<file path="config.mk">
export PLATFORM = sky130hd
export DESIGN_NAME = btag_next_pc
export DESIGN_NICKNAME = d
export VERILOG_FILES = /design/src/inc/btag_pkg.sv /design/src/hw/btag_rel_adder.sv /design/src/hw/btag_next_pc.sv
export SDC_FILE = /design/constraint.sdc
export NUM_CORES = 1
export LEC_CHECK = 0
export ABC_AREA = 1
export ABC_CLOCK_PERIOD_IN_PS = 3360
export BUFFER_PORTS_ARGS = -buffer_cell sky130_fd_sc_hd__buf_2
export CORE_ASPECT_RATIO = 1.5
export CORE_MARGIN = 5
export CORE_UTILIZATION = 35
export DETAILED_ROUTE_END_ITERATION = 7
export GPL_TIMING_DRIVEN = 1
export PLACE_DENSITY = 0.7
export SLEW_MARGIN = 5
export SYNTH_ARGS = -nofsm -noshare
export SYNTH_HDL_FRONTEND = slang
export SYNTH_SLANG_ARGS = --single-unit
export TNS_END_PERCENT = 5
</file>
<file path="constraint.sdc">
create_clock -name core_clk -period 3.36 [get_ports core_clk]
set_input_delay 0.672 -clock core_clk [delete_from_list [all_inputs] [get_ports core_clk]]
set_output_delay 0.672 -clock core_clk [all_outputs]
set_load 0.01 [all_outputs]
</file>
<file path="src/inc/btag_pkg.sv">
package btag_pkg;
   localparam int          BTAG_AW            = 16;
   localparam logic [15:0] BTAG_PC_RESET      = 16'h0000;
   localparam logic [15:0] BTAG_TABLE_BASE    = 16'h0040;
   localparam logic [15:0] BTAG_TABLE_LAST    = 16'h007F;
   localparam logic [15:0] BTAG_SP_RESET      = 16'hFF00;
   localparam logic [15:0] BTAG_HSRAM_LO      = 16'hFE20;
   localparam logic [15:0] BTAG_HSRAM_HI      = 16'hFEFF;
   localparam int          BTAG_IDX_LSB       = 1;
   localparam int          BTAG_IDX_MSB       = 5;
   localparam int          BTAG_DISP_SIGN_BIT = 7;

   typedef enum logic [2:0] {
      BTAG_OP_SEQ   = 3'h0,
      BTAG_OP_REL   = 3'h1,
      BTAG_OP_ABS   = 3'h2,
      BTAG_OP_TBL   = 3'h3,
      BTAG_OP_REG   = 3'h4,
      BTAG_OP_RET   = 3'h5
   } btag_op_e;

   typedef enum logic [2:0] {
      BTAG_ST_IDLE  = 3'b000,
      BTAG_ST_TLO   = 3'b001,
      BTAG_ST_THI   = 3'b011,
      BTAG_ST_PUSHL = 3'b010,
      BTAG_ST_PUSHH = 3'b110,
      BTAG_ST_POPL  = 3'b111,
      BTAG_ST_POPH  = 3'b101
   } btag_state_e;
endpackage : btag_pkg

</file>
<file path="src/hw/btag_rel_adder.sv">
`timescale 1ns/100ps
// =====================================================
// relative target adder
module btag_rel_adder
   import btag_pkg::*;
(
   input  wire logic [15:0] next_pc,
   input  wire logic [7:0]  signed_branch_offset,
   output logic      [15:0] target
);
   logic [15:0] ext;
   // sign bit replicated into the upper byte
   assign ext    = {{8{signed_branch_offset[BTAG_DISP_SIGN_BIT]}}, signed_branch_offset};
   // carry out of bit 15 dropped by width
   assign target = 16'(next_pc + ext);
endmodule : btag_rel_adder

</file>
<file path="src/hw/btag_next_pc.sv">
`timescale 1ns/100ps
// Behaviour
// - no branch: counter advances by instruction byte length, one per byte.
// - relative target is next instruction start plus 8-bit displacement.
// - displacement is two's complement, bit 7 sign, extended to 16 bits.
// - relative form used by short branch and every conditional branch.
// - absolute call and branch load 16-bit immediate into counter.
// - table call index is instruction bits 1 to 5.
// - table entries live at 40H..7FH; fetched target may be anywhere.
// - register-indirect branch loads counter from accumulator pair.
// - direct operand access uses the 16-bit immediate address.
// - calls and returns save/restore return address via stack pointer in RAM.
module btag_next_pc
   import btag_pkg::*;
(
   input  wire logic        core_clk,
   input  wire logic        srst,
   input  wire logic        instr_valid,
   input  wire logic [2:0]  instr_len,
   input  wire logic [2:0]  branch_op,
   input  wire logic        is_call,
   input  wire logic        cond_branch,
   input  wire logic        cond_taken,
   input  wire logic [7:0]  signed_branch_offset,
   input  wire logic [15:0] absolute_target_field,
   input  wire logic [7:0]  opcode,
   input  wire logic [15:0] accumulator_pair,
   input  wire logic        direct_access,
   input  wire logic        sp_load,
   input  wire logic [15:0] sp_load_value,
   input  wire logic [7:0]  mem_rdata,
   output logic             busy,
   output logic [15:0]      program_counter,
   output logic [15:0]      stack_pointer,
   output logic             mem_req,
   output logic             mem_we,
   output logic [15:0]      mem_addr,
   output logic [7:0]       mem_wdata,
   output logic [15:0]      operand_addr,
   output logic             operand_valid
);
   btag_state_e st_q;
   logic [15:0] program_counter_q;
   logic [15:0] stack_pointer_q;
   logic [15:0] ret_q;
   logic [15:0] tgt_q;
   logic [7:0]  lo_q;
   logic [15:0] operand_addr_q;
   logic        operand_valid_q;
   logic [15:0] seq_pc;
   logic [15:0] rel_pc;
   logic [4:0]  tbl_idx;
   logic [15:0] tbl_addr;
   logic        idle_go;
   logic        rel_take;

   function automatic logic [15:0] inc16(input logic [15:0] a, input logic [15:0] b);
      inc16 = 16'(a + b);
   endfunction : inc16

   function automatic logic [15:0] dec16(input logic [15:0] a);
      dec16 = 16'(a - 16'h0001);
   endfunction : dec16

   assign busy     = (st_q != BTAG_ST_IDLE);
   assign idle_go  = instr_valid && !busy;
   assign seq_pc   = inc16(program_counter_q, {13'h0000, instr_len});
   assign tbl_idx  = opcode[BTAG_IDX_MSB:BTAG_IDX_LSB];
   assign tbl_addr = BTAG_TABLE_BASE | {10'h000, tbl_idx, 1'b0};
   // unconditional short branches arrive with cond_branch low
   assign rel_take = !cond_branch || cond_taken;

   btag_rel_adder u_rel (
      .next_pc              (seq_pc),
      .signed_branch_offset (signed_branch_offset),
      .target               (rel_pc)
   );

   // =====================================================
   // sequencer
   always_ff @(posedge core_clk) begin
      if (srst) begin
         st_q <= BTAG_ST_IDLE;
      end else begin
         unique case (st_q)
            BTAG_ST_IDLE: begin
               if (idle_go && branch_op == BTAG_OP_TBL) begin
                  st_q <= BTAG_ST_TLO;
               end else if (idle_go && is_call && branch_op == BTAG_OP_ABS) begin
                  st_q <= BTAG_ST_PUSHH;
               end else if (idle_go && branch_op == BTAG_OP_RET) begin
                  st_q <= BTAG_ST_POPL;
               end
            end
            BTAG_ST_TLO:   st_q <= BTAG_ST_THI;
            BTAG_ST_THI:   st_q <= BTAG_ST_PUSHH;
            BTAG_ST_PUSHH: st_q <= BTAG_ST_PUSHL;
            BTAG_ST_PUSHL: st_q <= BTAG_ST_IDLE;
            BTAG_ST_POPL:  st_q <= BTAG_ST_POPH;
            BTAG_ST_POPH:  st_q <= BTAG_ST_IDLE;
            default:       st_q <= BTAG_ST_IDLE;
         endcase
      end
   end

   // =====================================================
   // program counter
   always_ff @(posedge core_clk) begin
      if (srst) begin
         program_counter_q <= BTAG_PC_RESET;
         ret_q             <= 16'h0000;
         tgt_q             <= 16'h0000;
         lo_q              <= 8'h00;
      end else begin
         if (idle_go) begin
            ret_q <= seq_pc;
            unique case (branch_op)
               BTAG_OP_REL: program_counter_q <= rel_take ? rel_pc : seq_pc;
               BTAG_OP_ABS: begin
                  if (is_call) begin
                     tgt_q <= absolute_target_field;
                  end else begin
                     program_counter_q <= absolute_target_field;
                  end
               end
               BTAG_OP_TBL: ;
               BTAG_OP_REG: program_counter_q <= accumulator_pair;
               BTAG_OP_RET: ;
               default:     program_counter_q <= seq_pc;
            endcase
         end
         if (st_q == BTAG_ST_TLO) begin
            lo_q <= mem_rdata;
         end
         if (st_q == BTAG_ST_THI) begin
            tgt_q <= {mem_rdata, lo_q};
         end
         if (st_q == BTAG_ST_PUSHL) begin
            program_counter_q <= tgt_q;
         end
         if (st_q == BTAG_ST_POPL) begin
            lo_q <= mem_rdata;
         end
         if (st_q == BTAG_ST_POPH) begin
            program_counter_q <= {mem_rdata, lo_q};
         end
      end
   end

   // =====================================================
   // stack pointer; high byte pushed first so low ends at lower address
   always_ff @(posedge core_clk) begin
      if (srst) begin
         stack_pointer_q <= BTAG_SP_RESET;
      end else if (sp_load && !busy) begin
         stack_pointer_q <= sp_load_value;
      end else if (st_q == BTAG_ST_PUSHH || st_q == BTAG_ST_PUSHL) begin
         stack_pointer_q <= dec16(stack_pointer_q);
      end else if (st_q == BTAG_ST_POPL || st_q == BTAG_ST_POPH) begin
         stack_pointer_q <= inc16(stack_pointer_q, 16'h0001);
      end
   end

   // =====================================================
   // direct operand address
   always_ff @(posedge core_clk) begin
      if (srst) begin
         operand_addr_q  <= 16'h0000;
         operand_valid_q <= 1'b0;
      end else begin
         operand_valid_q <= idle_go && direct_access;
         if (idle_go && direct_access) begin
            operand_addr_q <= absolute_target_field;
         end
      end
   end

   // =====================================================
   // memory port, combinational request per state
   always_comb begin
      mem_req   = 1'b1;
      mem_we    = 1'b0;
      mem_addr  = 16'h0000;
      mem_wdata = 8'h00;
      unique case (st_q)
         BTAG_ST_TLO:   mem_addr = tbl_addr;
         BTAG_ST_THI:   mem_addr = inc16(tbl_addr, 16'h0001);
         BTAG_ST_PUSHH: begin
            mem_we    = 1'b1;
            mem_addr  = dec16(stack_pointer_q);
            mem_wdata = ret_q[15:8];
         end
         BTAG_ST_PUSHL: begin
            mem_we    = 1'b1;
            mem_addr  = dec16(stack_pointer_q);
            mem_wdata = ret_q[7:0];
         end
         BTAG_ST_POPL:  mem_addr = stack_pointer_q;
         BTAG_ST_POPH:  mem_addr = stack_pointer_q;
         default:       mem_req = 1'b0;
      endcase
   end

   assign program_counter = program_counter_q;
   assign stack_pointer   = stack_pointer_q;
   assign operand_addr    = operand_addr_q;
   assign operand_valid   = operand_valid_q;

   // =====================================================
   // checks
   AST_SEQ_ADV: assert property (@(posedge core_clk) disable iff (srst)
      idle_go && branch_op == BTAG_OP_SEQ |=> program_counter == $past(seq_pc))
      else $error("sequential advance wrong");
   AST_REL_TGT: assert property (@(posedge core_clk) disable iff (srst)
      idle_go && branch_op == BTAG_OP_REL && rel_take
      |=> program_counter == 16'($past(seq_pc) + {{8{$past(signed_branch_offset[7])}},
                                                  $past(signed_branch_offset)}))
      else $error("relative target wrong");
   AST_REL_SIGN: assert property (@(posedge core_clk) disable iff (srst)
      signed_branch_offset[7] |-> rel_pc != inc16(seq_pc, {8'h00, signed_branch_offset})
                               || signed_branch_offset == 8'h00)
      else $error("displacement not sign extended");
   AST_COND_NT: assert property (@(posedge core_clk) disable iff (srst)
      idle_go && branch_op == BTAG_OP_REL && cond_branch && !cond_taken
      |=> program_counter == $past(seq_pc))
      else $error("untaken branch moved");
   AST_ABS_BR: assert property (@(posedge core_clk) disable iff (srst)
      idle_go && branch_op == BTAG_OP_ABS && !is_call
      |=> program_counter == $past(absolute_target_field))
      else $error("absolute branch wrong");
   AST_TBL_ADDR: assert property (@(posedge core_clk) disable iff (srst)
      st_q == BTAG_ST_TLO |-> mem_addr == {9'h000, 1'b1, opcode[5:1], 1'b0})
      else $error("table index wrong");
   AST_TBL_RANGE: assert property (@(posedge core_clk) disable iff (srst)
      st_q == BTAG_ST_TLO || st_q == BTAG_ST_THI
      |-> mem_addr >= BTAG_TABLE_BASE && mem_addr <= BTAG_TABLE_LAST)
      else $error("table outside vector area");
   AST_TBL_LOAD: assert property (@(posedge core_clk) disable iff (srst)
      st_q == BTAG_ST_TLO ##1 st_q == BTAG_ST_THI ##1 1'b1 ##2 1'b1
      |-> program_counter == {$past(mem_rdata, 3), $past(mem_rdata, 4)})
      else $error("table entry byte order wrong");
   AST_REG_BR: assert property (@(posedge core_clk) disable iff (srst)
      idle_go && branch_op == BTAG_OP_REG |=> program_counter == $past(accumulator_pair))
      else $error("register branch wrong");
   AST_DIRECT: assert property (@(posedge core_clk) disable iff (srst)
      idle_go && direct_access |=> operand_valid && operand_addr == $past(absolute_target_field))
      else $error("direct address wrong");
   AST_PUSH: assert property (@(posedge core_clk) disable iff (srst)
      st_q == BTAG_ST_PUSHH |-> ##2 stack_pointer == 16'($past(stack_pointer, 2) - 16'h0002))
      else $error("push did not move stack pointer by two");
   AST_SP_LOAD: assert property (@(posedge core_clk) disable iff (srst)
      sp_load && !busy |=> stack_pointer == $past(sp_load_value))
      else $error("stack pointer load wrong");

   COV_REL_BACK: cover property (@(posedge core_clk)
      idle_go && branch_op == BTAG_OP_REL && signed_branch_offset[7] && rel_take);
   COV_TBL_CALL: cover property (@(posedge core_clk) st_q == BTAG_ST_THI);
   COV_RET:      cover property (@(posedge core_clk) st_q == BTAG_ST_POPH);
   COV_WRAP:     cover property (@(posedge core_clk) idle_go && rel_pc < seq_pc
                                 && !signed_branch_offset[7]);
endmodule : btag_next_pc

</file>
[After elaboration in Yosys (flattened, before gate mapping)]
Cells that the tools add are included.
Storage, ports and cells
  output and inout port bits: 76
  input port bits: 86
  flip-flop bits (word level): 92
  logic and storage cells: 76
Cells by class
  equal/unequal tests: 14
  reduce and logical (&&, ||, !) cells: 26
  add/sub/neg operators: 5
  mux-type cells: 23
Operator list (count)
  $mux 16: 12
  $pmux 16 s4: 2
  $add 16x1->16 const B: 1
  $add 16x16->16: 1
  $add 16x3->16: 1
  $mux 8: 2
  $pmux 8 s2: 1
  $sub 16x1->16 const B: 1
  $eq 3x3->1 const B: 5
  $pmux 3 s5: 1
  $eq 3x2->1 const B: 4
  $mux 3: 3
  $reduce_bool 3->1: 3
  $add 7x1->8 const B: 1
  $reduce_bool 2->1: 4
  $logic_and 1x1->1: 7
  $eq 3x1->1 const B: 2
  $reduce_and 3->1: 2
  $reduce_or 2->1: 3
  $reduce_or 6->1: 1
  $ne 4x2->1 const B: 1
  $ne 4x4->1 const B: 1
  $logic_not 3->1: 1
  $logic_or 1x1->1: 3
  other kinds (3): 5

[Logic depth before layout (Yosys ltp)]
  word-level depth: 8
  gate-level depth with buffers: 22
  mapped depth without buffers: 22

[By module]
A second synthesis with hierarchy kept.
Unflattened totals
  cell total of the unflattened synthesis: 1126
  area total of the unflattened synthesis: 6782.8 um2
Modules (own cells, without submodules)
  btag_next_pc: area an instance 5844.4 um2, cells each 947, seq. area each 1841.8 um2, instances 1
  btag_rel_adder: area an instance 938.4 um2, cells each 179, seq. area each 0.0 um2, instances 1

[Worst setup path before layout]
Ideal clock, no wire load.
  kind: in2reg
  from: input instr_len[0]
  to: register program_counter_q[13] (netlist: program_counter[13])
  setup time: 0.070 ns
  arrival time: 3.283 ns
  path buffers: 0
  cell stages on the path: 20
  path slack: 0.006 ns
  data required time: 3.290 ns
  cell sequence: ha_1 -> fa_1 -> a21oi_1 -> nor2_2 -> nand3_1 -> inv_1 -> or2_2 -> and2_1 -> ha_1 -> a21o_1 -> o21bai_1 -> nor2_1 -> nand2_1 -> nand2_1 -> nand3_1 -> nand3b_1 -> nand2_1 -> nand2_1 -> nand2_1 -> a21oi_1
On the way
  word-level cells in the longest chain between the ends: 7
RTL lines
  start: declaration: RTL line btag_next_pc.sv:19  | input wire logic [2:0] instr_len,
  $add 16x3->16: RTL line btag_next_pc.sv:58  | inc16 = 16'(a + b);
  via seq_pc[12]: RTL line btag_next_pc.sv:50  | logic [15:0] seq_pc;
  $add 16x16->16: RTL line btag_rel_adder.sv:15  | assign target = 16'(next_pc + ext);
  $mux 16: RTL line btag_next_pc.sv:118  | BTAG_OP_REL: program_counter_q <= rel_take ? rel_pc : seq_pc;
  $pmux 16 s4: RTL line btag_next_pc.sv:117  | unique case (branch_op)
  $mux 16: RTL line btag_next_pc.sv:115  | if (idle_go) begin
  $mux 16: RTL line btag_next_pc.sv:138  | if (st_q == BTAG_ST_PUSHL) begin
  $mux 16: RTL line btag_next_pc.sv:144  | if (st_q == BTAG_ST_POPH) begin
  end signal: assignment: RTL line btag_next_pc.sv:118
  end signal: assignment: RTL line btag_next_pc.sv:139  | program_counter_q <= tgt_q;
  end signal: assignment: RTL line btag_next_pc.sv:145  | program_counter_q <= {mem_rdata, lo_q};
  end: declaration: RTL line btag_next_pc.sv:43  | logic [15:0] program_counter_q;
The timed path passes the listed nets, and every way through them passes these cells. The select of a mux whose other input is x is not followed.
A chain may end at the register's enable or synchronous reset.

[Worst setup path after layout]
  from: input instr_len[0]
  to: register program_counter_q[14] (netlist: program_counter[14])
The elaborated chain is that of the path after synthesis.

==> results.md <==
- Status: completed
- Capture point of the worst reg-to-reg path: program_counter[14]$_SDFFE_PP0P_
- Vias in the first global route: 7573
- Slew headroom: 58.6%
- GRT Total Usage: 23.2%
- CTS tree: built
- Setup violators final: 0
- Warnings from Yosys: 0
- Routed WL per cell: 17.5 um
- Unrepaired setup endpoints after global routing: yes
- Portion of the clock cycle consumed by the worst path in the final layout: 95.1%
- Startpoint of the worst setup timing path: instr_len[0]
- Post-CTS Setup Repair Bufs: 0
- Met2 track utilization from global routing: 39.1%
- Max H-tree Level: 3
- Max rail drop VDD: 0.290 mV
- Startpoint of the worst register-to-register path: program_counter[0]$_SDFFE_PP0P_
- Worst Hold Margin: 0.459 ns
- Number of placed instances, taps included: 1448
- Netlist area before placement: 6640 um^2
- Skew-Pair Late Insertion Delay: 0.36 ns
- Final HPWL DP: 20000 um
- Most common cell after layout, fill and taps aside: sky130_fd_sc_hd__nand2_1
- Filler cell count in the final layout: 2048
- Total grt overflow: 0
- R2R depth: 20
- Gpl congestion: 0.959
- Number of cell rows: 61
- Layer with the highest usage after global routing: met2
- # diodes: 0
- Post-synth top flop: sky130_fd_sc_hd__dfxtp_1
- Leakage power total: 3.99 nW
- Pre-CTS setup slack: -0.396 ns
- Library cell with the largest summed area after synthesis: sky130_fd_sc_hd__dfxtp_1
- Layout Area Growth over Synthesis: 25.4%
- Number of distinct standard cells referenced by the synthesized netlist: 54
- Transition time at the pin with the least slew margin: 0.620 ns
- Top fanout value on the critical path: 5
- CTS Sinks: 92
- Max_cap viols: 0
- Starting DRT DRC Count: 591
- Number of nets produced by synthesis: 1135
- Number of standard cells after synthesis: 1027
- Reg area: 1840 um^2
- Combined area of the multi-input logic cells: 4170 um^2
- Type of the tightest min-delay check: flip-flop to flip-flop
- CP Class: input port to flip-flop
- Residual DRC: 0
- Max-slew violation count: 0
- Core Box Area: 18600 um^2
- TritonCTS Buffers: 9
- Critical path arrival: 3.41 ns
- Finished Layout Cells: 1464
- Layout cell share with drive strength beyond 1: 24.5%
- Register area share after synthesis: 27.7%
- Met3 Track Usage GR: 4.07%
- Count of flip-flops with a built-in enable after synthesis: 0
- Chip Width: 122 um
- Final standard cell utilization of the core: 44.7%
- Number of antenna violations at the first check in global routing: 0
- Number of optimization iterations in the first detailed-route pass: 5
- Min Clock Period, post-route: 3.19 ns
- Die ar.: 21900 um^2
- Post-Synthesis Mean Instance Area: 6.47 um^2
- Hold path start: operand_addr[12]$_SDFFE_PP0P_
- Cell area after layout: 8320 um^2
- Number of ports placed on the die boundary: 162
- Power per cell area: 728 nW/um^2
- Met1 usage in global routing: 27.5%
- End of the critical path: program_counter[14]$_SDFFE_PP0P_
- Number of failing hold endpoints at the final stage: 0
- Total of hold buffers inserted after clock tree synthesis: 0
- Via total after detailed routing: 7816
- Number of port buffers: 158
- First-pass GRT wire length: 39600 um
- Largest net degree at the start of global routing: 50
- Crit start category: input port
- Initial core utilization: 35.7%
- Die span in y: 179 um
- Root buffer cell: sky130_fd_sc_hd__clkbuf_16
- Asr flop ratio synth: 0%
- Synth top area cells: sky130_fd_sc_hd__dfxtp_1, sky130_fd_sc_hd__nand2_1, sky130_fd_sc_hd__o21ai_0, sky130_fd_sc_hd__a21oi_1, sky130_fd_sc_hd__inv_1
- Clock slew at reported path FFs: 0.07 ns
- Layout net count: 1315
- DRT antenna net count: 0
- Placement-stage cell area: 7940 um^2
- Critical path data required time: 3.58 ns
- Via/cell ratio: 5.34
- Total wire length: 25600 um
- Worst setup EP type: flip-flop
- Worst path setup slack after routing: 0.166 ns
- Internal reg-to-reg setup slack: 0.24 ns
- Synth top area share: 27.7%
- Peak Freq: 0.313 GHz
- Number of storage elements in the synthesis netlist: 92
- Setup clock skew after layout: 0.00988 ns
- Clock Tree Buf Depth: 2
- Top library cells by usage in the layout, fill and taps aside: sky130_fd_sc_hd__nand2_1, sky130_fd_sc_hd__buf_2, sky130_fd_sc_hd__inv_1
## logic make-up after synthesis
logic type,count (synthesis),synth area share (%)
AO/OA/AOI/OAI,275,23.8
XOR/XNOR,15,1.98
adder cells (fa/ha/maj),22,4.37
buffers and inverters,177,10.9
flip-flops,92,27.7
AND/OR/NAND/NOR,446,31.2
## registers in the layout, summed over array words and instances (netlist names)
signal / cells
st_q: 3
ret_q: 16
stack_pointer: 16
operand_addr: 16
tgt_q: 16
program_counter: 16
lo_q: 8
operand_valid: 1
## cell usage after synthesis, types with 11 or more instances
cell type / n
sky130_fd_sc_hd__ha_1: 20
sky130_fd_sc_hd__clkbuf_1: 21
sky130_fd_sc_hd__inv_1: 118
sky130_fd_sc_hd__nor2_1: 59
sky130_fd_sc_hd__nand3_1: 73
sky130_fd_sc_hd__o211ai_1: 20
sky130_fd_sc_hd__a21oi_1: 94
sky130_fd_sc_hd__nor2_2: 11
sky130_fd_sc_hd__xor2_1: 12
sky130_fd_sc_hd__o21ai_0: 98
sky130_fd_sc_hd__dfxtp_1: 92
sky130_fd_sc_hd__nand2_1: 235
sky130_fd_sc_hd__buf_2: 17
sky130_fd_sc_hd__nand4_1: 19
sky130_fd_sc_hd__a31oi_1: 19
## report_power, final
part	internal, W	switching [W]	total (W)	leakage, nW
clock network	0.000515	0.000499	0.00101	0.142
logic	0.00127	0.00199	0.00326	3.09
registers	0.00141	0.000378	0.00178	0.754
## worst min-delay path by stage
| stage | slack, ns | to | cells after the start |
|---|---|---|---|
| final | 0.46 | operand_addr[12]$_SDFFE_PP0P_ | 2 |
| after global routing | 0.48 | operand_addr[7]$_SDFFE_PP0P_ | 2 |
| after CTS | 0.46 | operand_addr[12]$_SDFFE_PP0P_ | 2 |
| after detailed placement | 0.45 | operand_addr[12]$_SDFFE_PP0P_ | 2 |
| after global placement | 0.45 | operand_addr[2]$_SDFFE_PP0P_ | 2 |
| after floorplan | 0.43 | ret_q[0]$_SDFFE_PP0P_ | 2 |
## critical path, stage by stage
cell and delay [ns]:
sky130_fd_sc_hd__buf_2 0.11, sky130_fd_sc_hd__ha_1 0.21, sky130_fd_sc_hd__fa_2 0.36, sky130_fd_sc_hd__a21oi_2 0.16, sky130_fd_sc_hd__nor2_2 0.09, sky130_fd_sc_hd__nand3_1 0.07
sky130_fd_sc_hd__inv_1 0.05, sky130_fd_sc_hd__or2_2 0.26, sky130_fd_sc_hd__and2_1 0.18, sky130_fd_sc_hd__ha_4 0.31, sky130_fd_sc_hd__inv_1 0.08, sky130_fd_sc_hd__nor3_4 0.23
sky130_fd_sc_hd__nand3_2 0.11, sky130_fd_sc_hd__nand2_1 0.08, sky130_fd_sc_hd__nand2_1 0.05, sky130_fd_sc_hd__nand3_1 0.09, sky130_fd_sc_hd__nand3b_1 0.10, sky130_fd_sc_hd__nand2_1 0.06
sky130_fd_sc_hd__nand2_1 0.05, sky130_fd_sc_hd__nand2_1 0.05, sky130_fd_sc_hd__a21oi_1 0.05
## layout make-up
type | count | share of cell area, %
Clock inverter | 7 | 0.676
Timing Repair Buffer | 216 | 14.7
Inverter | 130 | 5.86
Tap cell | 252 | 3.79
Sequential cell | 92 | 22.1
Clock buffer | 9 | 2.71
Multi-Input combinational cell | 758 | 50.1
## metrics by stage
| stage | TNS [ns] | power (W) |
|---|---|---|
| finish | 0 | 0.00606 |
| global route | -0.144 | 0.00651 |
| CTS | 0 | 0.00598 |
| detailed placement | -2.82 | 0.00496 |
| global placement | -2.16 | 0.00492 |
| floorplan | 0 | 0.00368 |
## per-layer routing
| metal | routed length (um) | share of wire (%) | up-vias |
|---|---|---|---|
| met4 | 1380 | 5.4 | 0 |
| met3 | 1890 | 7.4 | 75 |
| li1 | - | - | 3828 |
| met1 | 10000 | 39 | 3545 |
| met5 | 0 | 0 | - |
| met2 | 12200 | 48 | 368 |
## what timing repair did
action / CTS / global route
setup endpoints to repair: 1 / 9
resized for setup: 1 / 18
pin swaps: 0 / 9
endpoints found under the hold margin: 0 / 0
(Power assumes the default switching activity.)
